<file path="src/core/evc_pkg.sv">
// Constants and types shared by the dual event counter unit
package evc_pkg;
	// Widths
	localparam int unsigned CTR_W = 40;
	localparam int unsigned CTRL_W = 32;
	localparam int unsigned DATA_W = 64;
	localparam int unsigned NUM_CTR = 2;
	localparam int unsigned CODE_W = 6;
	localparam int unsigned NUM_CODES = 64;
	localparam int unsigned MODE_W = 3;

	// Control field positions; counter one sits one stride above counter zero
	localparam int unsigned CODE_LSB = 0;
	localparam int unsigned MODE_LSB = 6;
	localparam int unsigned PINF_LSB = 9;
	localparam int unsigned CTR_STRIDE = 16;
	localparam int unsigned MODE_DUR_BIT = 2;
	localparam int unsigned MODE_USER_BIT = 1;
	localparam int unsigned MODE_SUPV_BIT = 0;

	// Values after reset and implemented control bits
	localparam logic [31:0] CTRL_RESET = 32'h0000_0000;
	localparam logic [31:0] CTRL_MASK = 32'h03ff_03ff;
	localparam logic [39:0] CNT_RESET = 40'h00_0000_0000;
	localparam logic [39:0] CNT_MAX = 40'hff_ffff_ffff;

	// Privilege levels
	localparam logic [1:0] CPL_KERNEL = 2'h0;
	localparam logic [1:0] CPL_USER = 2'h3;

	// Internal event to external pin lag, in core clocks
	localparam int unsigned PIN_LAG_CYCLES = 5;

	// Register select codes
	typedef enum logic [1:0] {
		SEL_CONTROL = 2'b00,
		SEL_COUNT0 = 2'b01,
		SEL_COUNT1 = 2'b10
	} reg_sel_type;
endpackage

</file>
<file path="src/core/pin_link_if.sv">
// Link between counter core and monitor pin driver
`timescale 1ns/1ps
`default_nettype none
interface pin_link_if;
	logic [1:0] ind;
	logic [1:0] takeover;
	logic [1:0] bp_match;
	modport source(output ind, output takeover, output bp_match);
	modport sink(input ind, input takeover, input bp_match);
endinterface
`default_nettype wire

</file>
<file path="src/core/dual_event_counter_unit.sv">
// Two 40-bit event and duration counters with control register and monitor pins
//
// Function
// Two independent 40-bit event or duration counters
// Register access only by kernel-level model instructions
// Event code fields at bits 0-5, 16-21
// Count mode fields at bits 6-8, 22-24
// Modes 000 and 100 hold counter still
// Mode bits: duration, user level, kernel levels
// Pin flag picks overflow or increment indication
// Pin follows internal condition a few clocks late
// Software stops and clears before changing event
// Software rewrites whole control register each time
// Reset clears control, counters disabled
// One pin pulse per incrementing clock
// Duration adds one per true clock
// Occurrence counter adds one or two
// Overflow is carry out of bit 39
// Overflow pin asserts five clocks later
// Debugger may take pins for breakpoints
// Software avoids reserved event codes
// Counter wraps to zero and keeps counting
`timescale 1ns/1ps
`default_nettype none
module dual_event_counter_unit
	import evc_pkg::*;
(
	// Clock and reset
	input wire logic core_clk,
	input wire logic arst_n,

	// Model register access
	input wire logic model_register_read,
	input wire logic model_register_write,
	input wire logic [1:0] reg_sel,
	input wire logic [DATA_W-1:0] reg_wdata,
	input wire logic [1:0] current_privilege_level,
	output logic [DATA_W-1:0] reg_rdata,
	output logic reg_done,
	output logic reg_fault,

	// Event sources
	input wire logic [NUM_CODES-1:0][1:0] event_count,
	input wire logic [NUM_CODES-1:0] event_active,

	// Debugger control of the pins
	input wire logic [1:0] debug_takeover,
	input wire logic [1:0] debug_bp_match,

	// Monitor pins
	output logic monitor_pin_zero,
	output logic monitor_pin_one
);

	typedef struct packed {
		logic [CTRL_W-1:0] ctrl;
		logic [NUM_CTR-1:0][CTR_W-1:0] cnt;
		logic [DATA_W-1:0] rdata;
		logic done;
		logic fault;
	} core_state_type;

	core_state_type st_r;
	core_state_type st_nxt;

	logic access_req;
	logic access_ok;
	logic sel_valid;
	wire [CTR_W:0] inc_sum [NUM_CTR];
	wire [NUM_CTR-1:0] wr_ctr;
	wire [NUM_CTR-1:0] ind_w;
	logic [1:0] pins;

	pin_link_if lnk();

	// Write wins when both instructions arrive together
	assign access_req = model_register_read || model_register_write;
	assign sel_valid = (reg_sel == SEL_CONTROL) || (reg_sel == SEL_COUNT0) || (reg_sel == SEL_COUNT1);
	assign access_ok = access_req && (current_privilege_level == CPL_KERNEL) && sel_valid;

	for (genvar i = 0; i < NUM_CTR; i++) begin : g_ctr
		localparam logic [1:0] MY_SEL = (i == 0) ? SEL_COUNT0 : SEL_COUNT1;
		logic [CODE_W-1:0] code;
		logic [MODE_W-1:0] mode;
		logic pinf;
		logic allowed;
		logic [1:0] occ;
		logic [1:0] amt;
		logic [CTR_W:0] sum;

		assign code = st_r.ctrl[i*CTR_STRIDE+CODE_LSB +: CODE_W];
		assign mode = st_r.ctrl[i*CTR_STRIDE+MODE_LSB +: MODE_W];
		assign pinf = st_r.ctrl[i*CTR_STRIDE+PINF_LSB];

		// Both level bits clear means disabled whatever the top bit says
		assign allowed = (mode[MODE_USER_BIT] && (current_privilege_level == CPL_USER))
			|| (mode[MODE_SUPV_BIT] && (current_privilege_level != CPL_USER));

		// More than two events a clock cannot happen; clamp just in case
		assign occ = (event_count[code] == 2'h3) ? 2'h2 : event_count[code];

		assign wr_ctr[i] = access_ok && model_register_write && (reg_sel == MY_SEL);

		// A software write replaces the count, so no increment that clock
		assign amt = (!allowed || wr_ctr[i]) ? 2'h0
			: (mode[MODE_DUR_BIT] ? {1'b0, event_active[code]} : occ);

		assign sum = {1'b0, st_r.cnt[i]} + {{(CTR_W-1){1'b0}}, amt};
		assign inc_sum[i] = sum;

		// Carry out of the top bit is the overflow
		assign ind_w[i] = pinf ? sum[CTR_W] : (amt != 2'h0);

	end

	always_comb begin
		st_nxt = st_r;
		st_nxt.done = 1'b0;
		st_nxt.fault = 1'b0;
		for (int k = 0; k < NUM_CTR; k++) begin
			st_nxt.cnt[k] = inc_sum[k][CTR_W-1:0];
		end
		if (access_req && !access_ok) begin
			st_nxt.fault = 1'b1;
		end else if (access_ok) begin
			st_nxt.done = 1'b1;
			if (model_register_write) begin
				case (reg_sel)
					SEL_CONTROL: begin
						st_nxt.ctrl = reg_wdata[CTRL_W-1:0] & CTRL_MASK;
					end
					SEL_COUNT0: begin
						st_nxt.cnt[0] = reg_wdata[CTR_W-1:0];
					end
					SEL_COUNT1: begin
						st_nxt.cnt[1] = reg_wdata[CTR_W-1:0];
					end
					default: begin
						st_nxt.fault = 1'b1;
					end
				endcase
			end else begin
				// A read sees the count before this clock's increment
				case (reg_sel)
					SEL_CONTROL: begin
						st_nxt.rdata = {{(DATA_W-CTRL_W){1'b0}}, st_r.ctrl};
					end
					SEL_COUNT0: begin
						st_nxt.rdata = {{(DATA_W-CTR_W){1'b0}}, st_r.cnt[0]};
					end
					SEL_COUNT1: begin
						st_nxt.rdata = {{(DATA_W-CTR_W){1'b0}}, st_r.cnt[1]};
					end
					default: begin
						st_nxt.fault = 1'b1;
					end
				endcase
			end
		end
	end

	always_ff @(posedge core_clk or negedge arst_n) begin
		if (!arst_n) begin
			st_r.ctrl <= CTRL_RESET;
			st_r.cnt <= {NUM_CTR{CNT_RESET}};
			st_r.rdata <= '0;
			st_r.done <= 1'b0;
			st_r.fault <= 1'b0;
		end else begin
			st_r <= st_nxt;
		end
	end

	// Pin indication travels to the lag pipeline
	assign lnk.ind = ind_w;
	assign lnk.takeover = debug_takeover;
	assign lnk.bp_match = debug_bp_match;

	monitor_pin_driver u_pins (
		.core_clk(core_clk),
		.arst_n(arst_n),
		.lnk(lnk.sink),
		.pins(pins)
	);

	assign monitor_pin_zero = pins[0];
	assign monitor_pin_one = pins[1];
	assign reg_rdata = st_r.rdata;
	assign reg_done = st_r.done;
	assign reg_fault = st_r.fault;
endmodule // dual_event_counter_unit
`default_nettype wire

</file>
<file path="src/core/monitor_pin_driver.sv">
// Lag pipeline and debugger takeover for the monitor pins
`timescale 1ns/1ps
`default_nettype none
module monitor_pin_driver
	import evc_pkg::*;
(
	// Clock and reset
	input wire logic core_clk,
	input wire logic arst_n,
	// Indication from counter core
	pin_link_if.sink lnk,
	// Pins
	output logic [1:0] pins
);
	localparam int LAG_M1 = PIN_LAG_CYCLES - 1;
	localparam int unsigned DEPTH = PIN_LAG_CYCLES - 1;

	typedef struct packed {
		logic [1:0] tk_s1;
		logic [1:0] tk_s2;
		logic [1:0] bp_s1;
		logic [1:0] bp_s2;
		logic [1:0][DEPTH-1:0] pipe;
		logic [1:0] pin;
	} pin_state_type;

	pin_state_type st_r;
	pin_state_type st_nxt;

	always_comb begin
		st_nxt = st_r;
		// Debugger lines are asynchronous, so two flops first
		st_nxt.tk_s1 = lnk.takeover;
		st_nxt.tk_s2 = st_r.tk_s1;
		st_nxt.bp_s1 = lnk.bp_match;
		st_nxt.bp_s2 = st_r.bp_s1;
		for (int k = 0; k < NUM_CTR; k++) begin
			st_nxt.pipe[k] = {st_r.pipe[k][DEPTH-2:0], lnk.ind[k]};
			st_nxt.pin[k] = st_r.tk_s2[k] ? st_r.bp_s2[k] : st_r.pipe[k][DEPTH-1];
		end
	end

	always_ff @(posedge core_clk or negedge arst_n) begin
		if (!arst_n) begin
			st_r <= '0;
		end else begin
			st_r <= st_nxt;
		end
	end

	assign pins = st_r.pin;

	for (genvar i = 0; i < NUM_CTR; i++) begin : g_chk

	end
endmodule // monitor_pin_driver
`default_nettype wire

</file>
<file path="config.mk">
export PLATFORM = sky130hd
export DESIGN_NAME = dual_event_counter_unit
export DESIGN_NICKNAME = d
export VERILOG_FILES = /design/src/core/evc_pkg.sv /design/src/core/pin_link_if.sv /design/src/core/dual_event_counter_unit.sv /design/src/core/monitor_pin_driver.sv
export SDC_FILE = /design/constraint.sdc
export NUM_CORES = 1
export LEC_CHECK = 0
export ABC_AREA = 1
export BUFFER_PORTS_ARGS = -buffer_cell sky130_fd_sc_hd__buf_2
export CORE_ASPECT_RATIO = 0.5
export CORE_MARGIN = 3
export CORE_UTILIZATION = 50
export DETAILED_ROUTE_END_ITERATION = 10
export PLACE_DENSITY = 0.79
export SETUP_SLACK_MARGIN = 0.02
export SLEW_MARGIN = 10
export SYNTH_ARGS = -nofsm -noshare
export SYNTH_HDL_FRONTEND = slang
export SYNTH_SLANG_ARGS = --single-unit
</file>
<file path="constraint.sdc">
create_clock -name core_clk -period 3.6 [get_ports core_clk]
set_input_delay 0.72 -clock core_clk [delete_from_list [all_inputs] [get_ports core_clk]]
set_output_delay 0.72 -clock core_clk [all_outputs]
set_load 0.1 [all_outputs]
</file>
==> results.toml <==
[floorplan]
die_y_um = 121
start_util = 0.518
row_count = 41
die_area_um2 = 28800
io_pins = 336
coreArea_um2 = 25700
die_x_um = 237

[timing]
rsz0062_at_grt = "true"
worst_pin_slew_ns = 0.805
max_freq_mhz = 249
setup_ws_ns = -0.411
drv_slew = 0
setup_violations = 35
finalHoldViolations = 0
finalCriticalPeriod_ns = 4.01
slew-limit-headroom = 0.459
clock_skew_ns = 0.0118
fin_crit_sh = 1.11

[synthesis]
ys_ff_latch = 160
synth_edf_count = 0
ys.warnings.count = 0
synth_top_cell_by_area = "dfrtp_1"
netlist_area_um2 = 13300
netlist_instances = 2159
synth_area_per_cell_um2 = 6.17
synth_mux_area_frac = 0.00169
synthFlopType = "dfrtp_1"
ys_seq_area_frac = 0.301
synth_most_common_cell = "nand2_1"
synthTopCellsByArea = "dfrtp_1 (30%), nand2_1 (22%), nand3_1 (14%), inv_1 (6.3%), o21ai_0 (5.0%)"
synth-adder-area-share = 0.0105
yosys-top-cells-count = "nand2_1 (785), nand3_1 (364), inv_1 (223)"
synth_top_family_by_area = "simple AND/OR/NAND/NOR gates"
synth-simple-area-share = 0.431
yosysTopAreaCellShare = 0.301
synth_xor_xnor_area_share = 0.0263
ys_async_sr_fraction = 1.00
synth.distinct_cells = 49
synth_compound_area_frac = 0.0879

[route]
wl_per_cell_um = 18.9
wirelength_um = 54000
firstDrtPassIters = 6
viasPerCell = 5.80
detail-route-antenna-nets = 0
routed-via-count = 16500
drc_errors = 0
drt-initial-drc-count = 2410

[status]
violations = "negative setup slack"
outcome = "finished with violations"

[clock_network]
cts_hold_buf = 0
path_clk_slew_ns = 0.08
cts_num_sinks = 160
cts_buffer_depth = 2
cts_buffers = 17
cts_tree = "done"
clk-insertion-delay-late_ns = 0.45
cts_max_level = 4
cts_root_buffer = "clkbuf_16"

[final_layout]
drive_above_1_share = 0.275
area_growth_pct = 31.6
utilization = 0.682
nNetsFinal = 2768
nFillCells = 2193

[worst_setup_path]
max_stage_delay_ns = 0.49
worstPathArrival_ns = 4.39
cp_common_cell = "nand2_2"
path_max_fanout = 5
start_kind = "register"
endpoint_kind = "register"
cp.required_ns = 3.98
critical_path_class = "register to register"
worst_path_max_delay_cell = "dfrtp_2"

[placement]
place.gp.congestion = 1.01
io_buffers = 287
dp_slack_ns = -0.349
dp_hpwl_um = 36800

[job]
cap_violations = 0

[power_and_ir_drop]
vdd_drop_max_mv = 0.286
p_leak_nw = 9.30
pwr_density_cell_nw_per_um2 = 575

[grt]
grt_pass1_vias = 14800
grtUsageTotal = 0.345
overflow = 0
grt_pass1_wl_um = 79100
antenna_found_initial = 1
grt_max_degree = 81

[min_path]
worstHoldPathType = "primary input to async pin"
[where the power goes]
| group | leakage, nW | switching, W | total, W | internal (W) |
|---|---|---|---|---|
| Combinational | 7.07 | 0.00363 | 0.00550 | 0.00187 |
| Sequential | 1.95 | 0.000468 | 0.00271 | 0.00224 |
| Clock | 0.288 | 0.000857 | 0.00187 | 0.00102 |
[area by class of cell]
cell class	count	area (um^2)	share of cell area
clock inverter	13	145	0.00828
clock buffer	19	453	0.0258
antenna	2	5.00	0.000286
sequential	160	4010	0.229
multi-input combinational	1601	8090	0.462
inverter	234	911	0.0520
timing repair buffer	476	3480	0.199
tap	344	430	0.0246
[path summary, 6_finish.rpt]
path                            cells past startpoint                end              from  slack [ns]
worst max-delay path                               35          st_r[134]  g_ctr[1].code[0]       -0.41
worst min-delay path                                1  u_pins.st_nxt[10]            arst_n        0.31
worst min register to register                      0     u_pins.st_r[5]  u_pins.st_nxt[5]        0.35
max in group asynchronous                           2          st_r[128]            arst_n        2.53
min in group core_clk                               0     u_pins.st_r[5]  u_pins.st_nxt[5]        0.35
worst max register to register                     35          st_r[134]  g_ctr[1].code[0]       -0.41
[cell families after synthesis]
logic type | after synthesis
AO/OA/AOI/OAI | 214
XOR/XNOR | 40
adder cells (fa/ha/maj) | 10
buffers and inverters | 421
flip-flops | 160
multiplexers | 2
other | 1
AND/OR/NAND/NOR | 1311
[routing by layer]
layer  vias to the layer above  wire, um  track usage
li1                       7521         -            -
met1                      7568     20500        0.462
met2                      1216     25100        0.571
met3                       215      6150       0.0561
met4                         0      2210        0.119
met5                         -         0            0
[registers in the layout (all words and copies together), names as in the netlist]
name / flops
st_r: 80
reg_rdata: 40
g_ctr.code: 12
u_pins.st_nxt: 10
g_ctr.mode: 6
u_pins.st_r: 6
g_ctr.pinf: 2
u_pins.pins: 2
reg_done: 1
reg_fault: 1
[worst max-delay path: cells and delay by family (launching register included)]
family / cells / cell delay (ns)
simple gates: 19 / 1.55
buf+inv: 12 / 1.15
fa+ha+maj: 2 / 0.51
flops: 1 / 0.49
compound gates: 2 / 0.22
[through the flow]
step | cell area (um^2) | hold WS, ns | std cells | TNS, ns | total power [W]
floorplan | 13400 | 0.331 | 2182 | 0 | 0.00594
global placement | 15500 | 0.331 | 2755 | -5.37 | 0.00720
detailed placement | 15500 | 0.335 | 2755 | -7.18 | 0.00727
CTS | 16700 | 0.350 | 2824 | -2.02 | 0.00947
global route | 17500 | 0.355 | 2848 | -15.39 | 0.0106
finish | 17500 | 0.309 | 2849 | -7.69 | 0.0101
[cells in the final DEF, fill, tap and decap left out, types with 4 or more instances in the layout]
cell type  instances
nor4_1            13
o211ai_1          10
inv_2             14
o22ai_1           19
o21ai_0          125
nand3_2           48
nand2_4            7
nand3_1          312
inv_1            215
buf_12            24
conb_1            24
a31oi_1            6
buf_2            286
clkbuf_16         21
nand4_1           22
o221ai_1           6
dfrtp_1          156
nand3_4            6
xnor2_1            6
nor2_2             5
o21ai_1           26
nor2_1            53
ha_1               5
a21oi_1           12
nand2_1          736
buf_4            135
inv_6              4
xor2_1            34
buf_6             17
nor3_1            26
or2_2              6
buf_16             9
nand2_2           50
nor2_4             9
[what timing repair did]
item,CTS,global route
setup endpoints to repair,26,66
pin swaps,25,59
cloned,8,5
buffers inserted,29,18
resized for setup,66,131
Power figures use the tool's default switching activity.
